**src/dbs_defines.svh**
```systemverilog
// timing counts, packet field positions and command codes of the bank-set link
`ifndef DBS_DEFINES_SVH
`define DBS_DEFINES_SVH
// request packet layout on the request bus pins
`define DBS_REQ_W 12
`define DBS_OP_HI 11
`define DBS_OP_LO 9
`define DBS_BANK_HI 8
`define DBS_BANK_LO 6
`define DBS_DATA_HI 5
`define DBS_DATA_LO 0
// command codes
`define DBS_OP_NOP 3'h0
`define DBS_OP_ACT 3'h1
`define DBS_OP_PRE 3'h2
`define DBS_OP_WR 3'h3
`define DBS_OP_RD 3'h4
`define DBS_OP_PRE_PAIR 3'h5
// spacing minimums in link clock periods
`define DBS_T_RR 4'h4
`define DBS_T_RR_D 4'h4
`define DBS_T_PP 4'h4
`define DBS_T_PP_D 4'h1
`define DBS_T_WR 4'h6
`define DBS_T_WR_D 4'h2
// saturation value of the elapsed-slot counters
`define DBS_CNT_MAX 4'hf
// divider half period of the link clock in system clocks
`define DBS_HALF_DIV 4
`endif

```
**src/dbs_pkg.sv**
```systemverilog
// shared types of the bank-set link
package dbs_pkg;
   typedef logic [3:0] dbs_cnt_t;     // elapsed link slots, saturating
   typedef logic [2:0] dbs_op_t;      // command code
   typedef logic [5:0] dbs_data_t;    // data word
   typedef logic [11:0] dbs_req_t;    // request packet
   typedef enum logic [1:0] {
      dbs_st_idle,
      dbs_st_issued,
      dbs_st_ack
   } dbs_st_e;
endpackage

```
**src/dbs_link_if.sv**
```systemverilog
// link between memory controller and device: request pins, link clock, read return
`timescale 1ns/1ps
interface dbs_link_if;
   logic link_clk;                       // request_clock_pair, made by controller
   logic [11:0] request_bus_pins;        // request packet, changes on link clock fall
   logic [5:0] rd_data;                  // read data returned by device
   logic rd_toggle;                      // flips once per returned read
   modport ctrl (output link_clk, output request_bus_pins, input rd_data, input rd_toggle);
   modport dev (input link_clk, input request_bus_pins, output rd_data, output rd_toggle);
endinterface

```
**src/dbs_dev.sv**
```systemverilog
// device end: bank-set decode, internal set buses, spacing watchdog
`timescale 1ns/1ps
`include "dbs_defines.svh"
module dbs_dev
   import dbs_pkg::*;
(
   input wire logic clock_i,
   input wire logic rst_n_i,
   dbs_link_if.dev link,
   output logic spacing_err_o,
   output logic [7:0] row_open_o
);
   logic [2:0] clk_sync;                 // link clock: two sync stages plus edge history
   logic [11:0] req_s1, req_s2;          // request pins, two sync stages
   logic slot;                           // rising link edge seen
   dbs_data_t mem [8], next_mem [8];     // one word per bank
   dbs_data_t even_set_internal_bus, next_even_bus;
   dbs_data_t odd_set_internal_bus, next_odd_bus;
   logic [7:0] row_open, next_row_open;
   dbs_cnt_t since_act [2], next_since_act [2];
   dbs_cnt_t since_pre [2], next_since_pre [2];
   dbs_cnt_t since_wr [2], next_since_wr [2];
   dbs_data_t rd_data, next_rd_data;
   logic rd_toggle, next_rd_toggle;
   logic err, next_err;
   // each column word spends one clock on its set bus; this costs one clock of
   // read latency but keeps both internal buses on the real data path
   logic col_pend, next_col_pend;        // a column word waits on its set bus
   logic col_rd, next_col_rd;            // the waiting column is a read
   logic [2:0] col_bank, next_col_bank;  // bank of the waiting column
   dbs_data_t col_word;                  // word on the bus of the waiting column
   dbs_op_t op;
   logic [2:0] bank;
   logic set;

   assign slot = clk_sync[1] & ~clk_sync[2];
   assign op = req_s2[`DBS_OP_HI:`DBS_OP_LO];
   assign bank = req_s2[`DBS_BANK_HI:`DBS_BANK_LO];
   assign set = bank[0];
   assign col_word = col_bank[0] ? odd_set_internal_bus : even_set_internal_bus;
   assign link.rd_data = rd_data;
   assign link.rd_toggle = rd_toggle;
   assign spacing_err_o = err;
   assign row_open_o = row_open;

   // pin synchronisers; first stages feed only second stages
   always_ff @(posedge clock_i) begin
      if (!rst_n_i) begin
         clk_sync <= 3'h0;
         req_s1 <= 12'h000;
         req_s2 <= 12'h000;
      end else begin
         clk_sync <= {clk_sync[1:0], link.link_clk};
         req_s1 <= link.request_bus_pins;
         req_s2 <= req_s1;
      end
   end

   // decode one packet per link edge; each set keeps its own counters and bus
   always_comb begin
      next_mem = mem;
      next_even_bus = even_set_internal_bus;
      next_odd_bus = odd_set_internal_bus;
      next_row_open = row_open;
      next_since_act = since_act;
      next_since_pre = since_pre;
      next_since_wr = since_wr;
      next_rd_data = rd_data;
      next_rd_toggle = rd_toggle;
      next_err = err;
      next_col_pend = 1'b0;
      next_col_rd = col_rd;
      next_col_bank = col_bank;
      // second clock of a column: the word moves off its set bus
      if (col_pend) begin
         if (col_rd) begin
            // transmit path takes the word from whichever set bus holds it
            next_rd_data = col_word;
            next_rd_toggle = ~rd_toggle;
         end else begin
            // receive path lands the word from its set bus in the bank
            next_mem[col_bank] = col_word;
         end
      end
      if (slot) begin
         for (int s = 0; s < 2; s++) begin
            if (since_act[s] != `DBS_CNT_MAX) next_since_act[s] = since_act[s] + 4'h1;
            if (since_pre[s] != `DBS_CNT_MAX) next_since_pre[s] = since_pre[s] + 4'h1;
            if (since_wr[s] != `DBS_CNT_MAX) next_since_wr[s] = since_wr[s] + 4'h1;
         end
         case (op)
            `DBS_OP_ACT: begin
               // cross-set spacing equals same-set spacing here, no interleave
               if (since_act[set] < `DBS_T_RR || since_act[~set] < `DBS_T_RR_D)
                  next_err = 1'b1;
               next_row_open[bank] = 1'b1;
               next_since_act[set] = 4'h1;
            end
            `DBS_OP_PRE: begin
               // a lone precharge to the other set may sit between two
               if (since_pre[set] < `DBS_T_PP || since_pre[~set] < `DBS_T_PP_D)
                  next_err = 1'b1;
               next_row_open[bank] = 1'b0;
               next_since_pre[set] = 4'h1;
            end
            `DBS_OP_PRE_PAIR: begin
               // two precharges on one edge are not supported
               next_err = 1'b1;
            end
            `DBS_OP_WR: begin
               // receive path drives whichever set bus owns the bank
               if (set) next_odd_bus = req_s2[`DBS_DATA_HI:`DBS_DATA_LO];
               else next_even_bus = req_s2[`DBS_DATA_HI:`DBS_DATA_LO];
               next_col_pend = 1'b1;
               next_col_rd = 1'b0;
               next_col_bank = bank;
               if (!row_open[bank]) next_err = 1'b1;
               next_since_wr[set] = 4'h1;
            end
            `DBS_OP_RD: begin
               // only the written set's bus needs the full turnaround
               if (since_wr[set] < `DBS_T_WR || since_wr[~set] < `DBS_T_WR_D)
                  next_err = 1'b1;
               if (!row_open[bank]) next_err = 1'b1;
               if (set) next_odd_bus = mem[bank];
               else next_even_bus = mem[bank];
               next_col_pend = 1'b1;
               next_col_rd = 1'b1;
               next_col_bank = bank;
            end
            default: begin
               next_err = err;       // no-operation slot
            end
         endcase
      end
   end

   // state registers; counters start saturated so the first command is legal
   always_ff @(posedge clock_i) begin
      if (!rst_n_i) begin
         for (int b = 0; b < 8; b++) mem[b] <= 6'h00;
         even_set_internal_bus <= 6'h00;
         odd_set_internal_bus <= 6'h00;
         row_open <= 8'h00;
         for (int s = 0; s < 2; s++) begin
            since_act[s] <= `DBS_CNT_MAX;
            since_pre[s] <= `DBS_CNT_MAX;
            since_wr[s] <= `DBS_CNT_MAX;
         end
         rd_data <= 6'h00;
         rd_toggle <= 1'b0;
         err <= 1'b0;
         col_pend <= 1'b0;
         col_rd <= 1'b0;
         col_bank <= 3'h0;
      end else begin
         mem <= next_mem;
         even_set_internal_bus <= next_even_bus;
         odd_set_internal_bus <= next_odd_bus;
         row_open <= next_row_open;
         since_act <= next_since_act;
         since_pre <= next_since_pre;
         since_wr <= next_since_wr;
         rd_data <= next_rd_data;
         rd_toggle <= next_rd_toggle;
         err <= next_err;
         col_pend <= next_col_pend;
         col_rd <= next_col_rd;
         col_bank <= next_col_bank;
      end
   end
endmodule

```
**src/flat_wrapper.sv**
```systemverilog
// flat-port wrapper written by rule: the top's interface ports become plain ports
module dbs_dev_flat import dbs_pkg::*;
  (clock_i, rst_n_i, spacing_err_o, row_open_o, link_link_clk, link_request_bus_pins, link_rd_data, link_rd_toggle);
  dbs_link_if link_i ();
  input wire logic clock_i;
  input wire logic rst_n_i;
  output logic spacing_err_o;
  output logic [7:0] row_open_o;
  input wire logic [$bits(link_i.link_clk)-1:0] link_link_clk;
  input wire logic [$bits(link_i.request_bus_pins)-1:0] link_request_bus_pins;
  output wire logic [$bits(link_i.rd_data)-1:0] link_rd_data;
  output wire logic [$bits(link_i.rd_toggle)-1:0] link_rd_toggle;
  assign link_i.link_clk = link_link_clk;
  assign link_i.request_bus_pins = link_request_bus_pins;
  assign link_rd_data = link_i.rd_data;
  assign link_rd_toggle = link_i.rd_toggle;
  dbs_dev u_core (.clock_i(clock_i), .rst_n_i(rst_n_i), .link(link_i), .spacing_err_o(spacing_err_o), .row_open_o(row_open_o));
endmodule
```
**config.mk**
```make
export PLATFORM = sky130hd
export DESIGN_NAME = dbs_dev_flat
export DESIGN_NICKNAME = d
export VERILOG_FILES = /design/src/dbs_pkg.sv /design/src/dbs_link_if.sv /design/src/dbs_dev.sv /design/src/flat_wrapper.sv
export VERILOG_INCLUDE_DIRS = /design/src /design/src/src
export SDC_FILE = /design/constraint.sdc
export NUM_CORES = 1
export LEC_CHECK = 0
export BUFFER_PORTS_ARGS = -buffer_cell sky130_fd_sc_hd__buf_2
export CORE_UTILIZATION = 56
export DETAILED_ROUTE_END_ITERATION = 6
export PLACE_DENSITY = 0.7
export SYNTH_ARGS = -nofsm -noshare
export SYNTH_HDL_FRONTEND = slang
export SYNTH_SLANG_ARGS = --single-unit
```
**constraint.sdc**
```tcl
create_clock -name clock_i -period 1.96 [get_ports clock_i]
set_input_delay 0.196 -clock clock_i [delete_from_list [all_inputs] [get_ports clock_i]]
set_output_delay 0.196 -clock clock_i [all_outputs]
set_load 0.01 [all_outputs]
```
==> metrics.md <==
| Metric | Value |
|---|---|
| Routed vias | `between 4000 and 5000` |
| Post-route ant nets | `0` |
| Hold Crit Depth | `2` |
| Clock sink count | `132` |
| Slew Viols, Final | `0` |
| Gpl congestion | `approximately 0.83` |
| Unrepaired setup endpoints after global routing | `no` |
| CP bufs+invs | `0` |
| Avg Inst Size Synth | `a little over 9 um2` |
| Power Density | `891 nW/um2` |
| Core area | `9730 um2` |
| Worst hold path class | `in -> reg` |
| Syn Nets | `approximately 630` |
| Distinct cells, synth | `55` |
| Power share of the clock group | `50.0%` |
| CP max FO | `9` |
| Worst vdd rail ir drop | `about 0.67 mV` |
| Nets | `around 670` |
| Psw | `1.30 mW` |
| Worst Reg2Reg Path Length in Cells | `5` |
| Seq/Total Area, Yosys | `a little under half` |
| # fillers | `between 700 and 800` |
| Most used DFF post-synth | `dfxtp_1` |
| Crit. path cell count | `5` |
| Worst-case clock buffer depth | `2` |
| Minimum clock period | `around 1.9 ns` |
| CP max stage delay | `around 0.60 ns` |
| DP HPWL | `between 8000 and 9000 um` |
| Final worst slack | `0.0914 ns` |
| Drc violations | `0` |
| Iteration-0 DRC count of the detailed router | `between 200 and 300` |
| Synthesized area | `5620 um2` |
| CP startpoint kind | `flop` |
| CTS Buf Count | `17` |
| YS warnings | `0` |
| Post-CTS setup buffer count | `0` |
| Async SR Flop Fraction | `0%` |
| Hold slack | `between 0.08 and 0.09 ns` |
| Setup TNS | `0 ns` |
| Pleak | `roughly 2.3 nW` |
| Crit path kind | `reg -> reg` |
| Initial core utilization | `57.8%` |
| Internal power | `approximately 4.6 mW` |
| Via/cell ratio | `around 5.8` |
| Slew @ Worst Pin | `0.632 ns` |
| Area grow syn2layout | `18.8%` |
| Routed len/inst | `16.5 um` |
| Final setup vio count | `0` |
| Global-route wire length before repair | `between 20000 and 25000 um` |
| Num ports | `31` |
| Final hold viol count | `0` |
| IO buf count | `30` |
| Status | `finished clean` |
| Clk Latency, worst-skew pair | `about 0.52 ns` |
| Number of flops mapped to enable cells by yosys | `0` |
| Floorplan row count | `36` |
| Antenna violations before repair | `0` |
| WP data required | `2.36 ns` |
| Crit. End Element | `flop` |
| Placed inst area | `between 5000 and 6000 um2` |
| 1st-pass router iterations | `5` |
| Logic pwr share | `4.0%` |
| Total track usage | `between 20% and 30%` |
| Mapped Cells | `between 600 and 700` |
| Critical path's slowest cell | `or3b_2` |
| Cell family with most CP delay | `simple AND/OR/NAND/NOR gates` |
| Vias in the first global route | `4190` |
| Routed WL | `roughly 13000 um` |
| Worst path arrival time | `between 2 and 2.5 ns` |
| Layout cell share with drive strength beyond 1 | `16.6%` |
| Crit-path cells | `or3b_2 -> a221oi_2 -> a2111oi_0 -> o21ai_0 -> nor2_1` |
| Die Y | `between 100 and 150 um` |
| Register bit total from synthesis | `132` |
| N_diodes | `0` |
| Total grt overflow | `0` |
| Worst-path clk slew | `approximately 0.06 ns` |
| Clock H-tree levels | `4` |
| Clk root buf | `clkbuf_8` |
| Cell area after layout | `between 6000 and 7000 um2` |
| Die width | `102 um` |
| Worst slack, placed | `between 0.1 and 0.15 ns` |
| Fin util | `around two thirds` |
| Inst Count DP | `around 750` |
| Slew margin rel. | `between 50% and 60%` |
| Die Area | `roughly 10000 um2` |
| Switching Share | `between 20% and 30%` |
| Flop pwr share | `a little under half` |
| CTS tree | `done` |
| Max Clock Skew | `between 0.007 and 0.008 ns` |
| Pin count of the biggest net entering global routing | `45` |
| Max Fclk | `roughly 540 MHz` |
| Overall power | `roughly 5.9 mW` |
| Fin crit share | `approximately 95%` |
| Cell Count, Final, Fillers Out | `797` |
| # Max-Cap Violations | `0` |
flip-flops by register name, indices dropped and copies added, names as in the netlist, named ones only:
name	cells
u_core.clk_sync	3
u_core.col_bank	3
u_core.col_pend	1
u_core.col_rd	1
u_core.even_set_internal_bus	6
u_core.link.rd_data	6
u_core.link.rd_toggle	1
u_core.mem	48
u_core.odd_set_internal_bus	6
u_core.req_s1	12
u_core.req_s2	12
u_core.since_act	8
u_core.since_pre	8
u_core.since_wr	8
u_core.spacing_err_o	1
area by class of cell:
type                       count  area (um2)  share of cell area, %
clock buffer                  18         428                   6.41
clock inverter                13         136                   2.04
inverter                       6        22.5                  0.337
multi-input combinational    419        2710                   40.6
sequential                   132        2640                   39.6
tap                          133         166                   2.49
timing repair buffer          76         566                   8.47
cells in the final DEF (no fill, tap or decap), types with 8 or more instances in the layout:
cell type	n
nand2_1	24
dlygate4sd3_1	13
clkbuf_16	16
nor2_1	83
o21ai_0	34
buf_4	30
dfxtp_1	131
and2_1	29
and3_1	9
a21oi_1	39
nand3_1	9
mux2i_1	24
buf_2	30
nand3b_1	14
a211oi_1	59
or3_1	8
worst register-to-register path: cells and delay by family (launching register included):
family           cells  cell delay (ns)
AND/OR/NAND/NOR      2             0.66
flip-flops           1             0.55
AO/OA/AOI/OAI        3             0.54
logic make-up (layout without fill, tap and decap cells):
kind of cell,Yosys count,in the layout,synth area share (%)
and+or+nand+nor,203,203,18.6
AOI/OAI and AO/OA,169,169,19.8
DFF,132,132,47.0
buffers and inverters,54,113,4.68
muxes,33,33,7.35
xor gates and xnor gates,8,8,1.25
adders and majority gates,6,6,1.34
metal layers:
metal | global-route usage [%] | vias up | part of all wire, %
li1 | - | 2288 | -
met1 | 35.6 | 2185 | 47
met2 | 42.4 | 137 | 47
met3 | 6.98 | 10 | 4.7
met4 | 7.69 | 0 | 0.88
met5 | 0 | - | 0
power groups by stage:
stage / combinational, mW / sequential [mW] / clock, mW
final: 0.236 / 2.74 / 2.97
after global routing: 0.254 / 2.74 / 3.15
after CTS: 0.231 / 2.74 / 3.02
after detailed placement: 0.210 / 2.80 / 0
after global placement: 0.207 / 2.79 / 0
after floorplan: 0.152 / 2.78 / 0
timing repair:
item	4_1_cts	5_1_grt
setup endpoints to repair	0	1
hold endpoints to repair	13	0
hold buffers	13	0
resized for setup	0	1
synth_stat cells, types with 2 or more instances:
master,count,share of area [%]
dfxtp_1,132,47
nor2_1,83,5.5
a211oi_1,59,7.9
a21oi_1,39,3.5
o21ai_0,34,3.0
and2_1,29,3.2
mux2i_1,24,4.3
nand2_1,24,1.6
clkbuf_1,22,1.5
buf_2,18,1.6
nand3b_1,14,1.9
and3_1,9,1.0
nand3_1,9,0.80
or3_1,8,0.89
a31oi_1,7,0.78
nor3_1,7,0.62
ha_1,6,1.3
nor3b_1,6,0.80
xor2_1,6,0.94
inv_1,5,0.33
a32o_1,4,0.71
buf_4,4,0.53
a311oi_1,3,0.47
and3b_1,3,0.47
buf_6,3,0.60
mux2_2,3,0.60
mux4_1,3,1.4
nor2b_1,3,0.33
o211ai_1,3,0.40
o31ai_1,3,0.40
a31o_2,2,0.31
a32oi_1,2,0.31
nand2b_1,2,0.22
o22ai_1,2,0.22
o32a_1,2,0.36
o32ai_1,2,0.31
xnor2_1,2,0.31
worst paths after layout:
| path | start | endpoint | slack [ns] |
|---|---|---|---|
| max reg2reg | u_core.req_s2[10] | u_core.spacing_err_o | 0.09 |
| min | rst_n_i | u_core.req_s2[8] | 0.08 |
| min reg2reg | u_core.req_s1[2] | u_core.req_s2[2] | 0.43 |
| max | u_core.req_s2[10] | u_core.spacing_err_o | 0.09 |
Power figures use the tool's default switching activity.
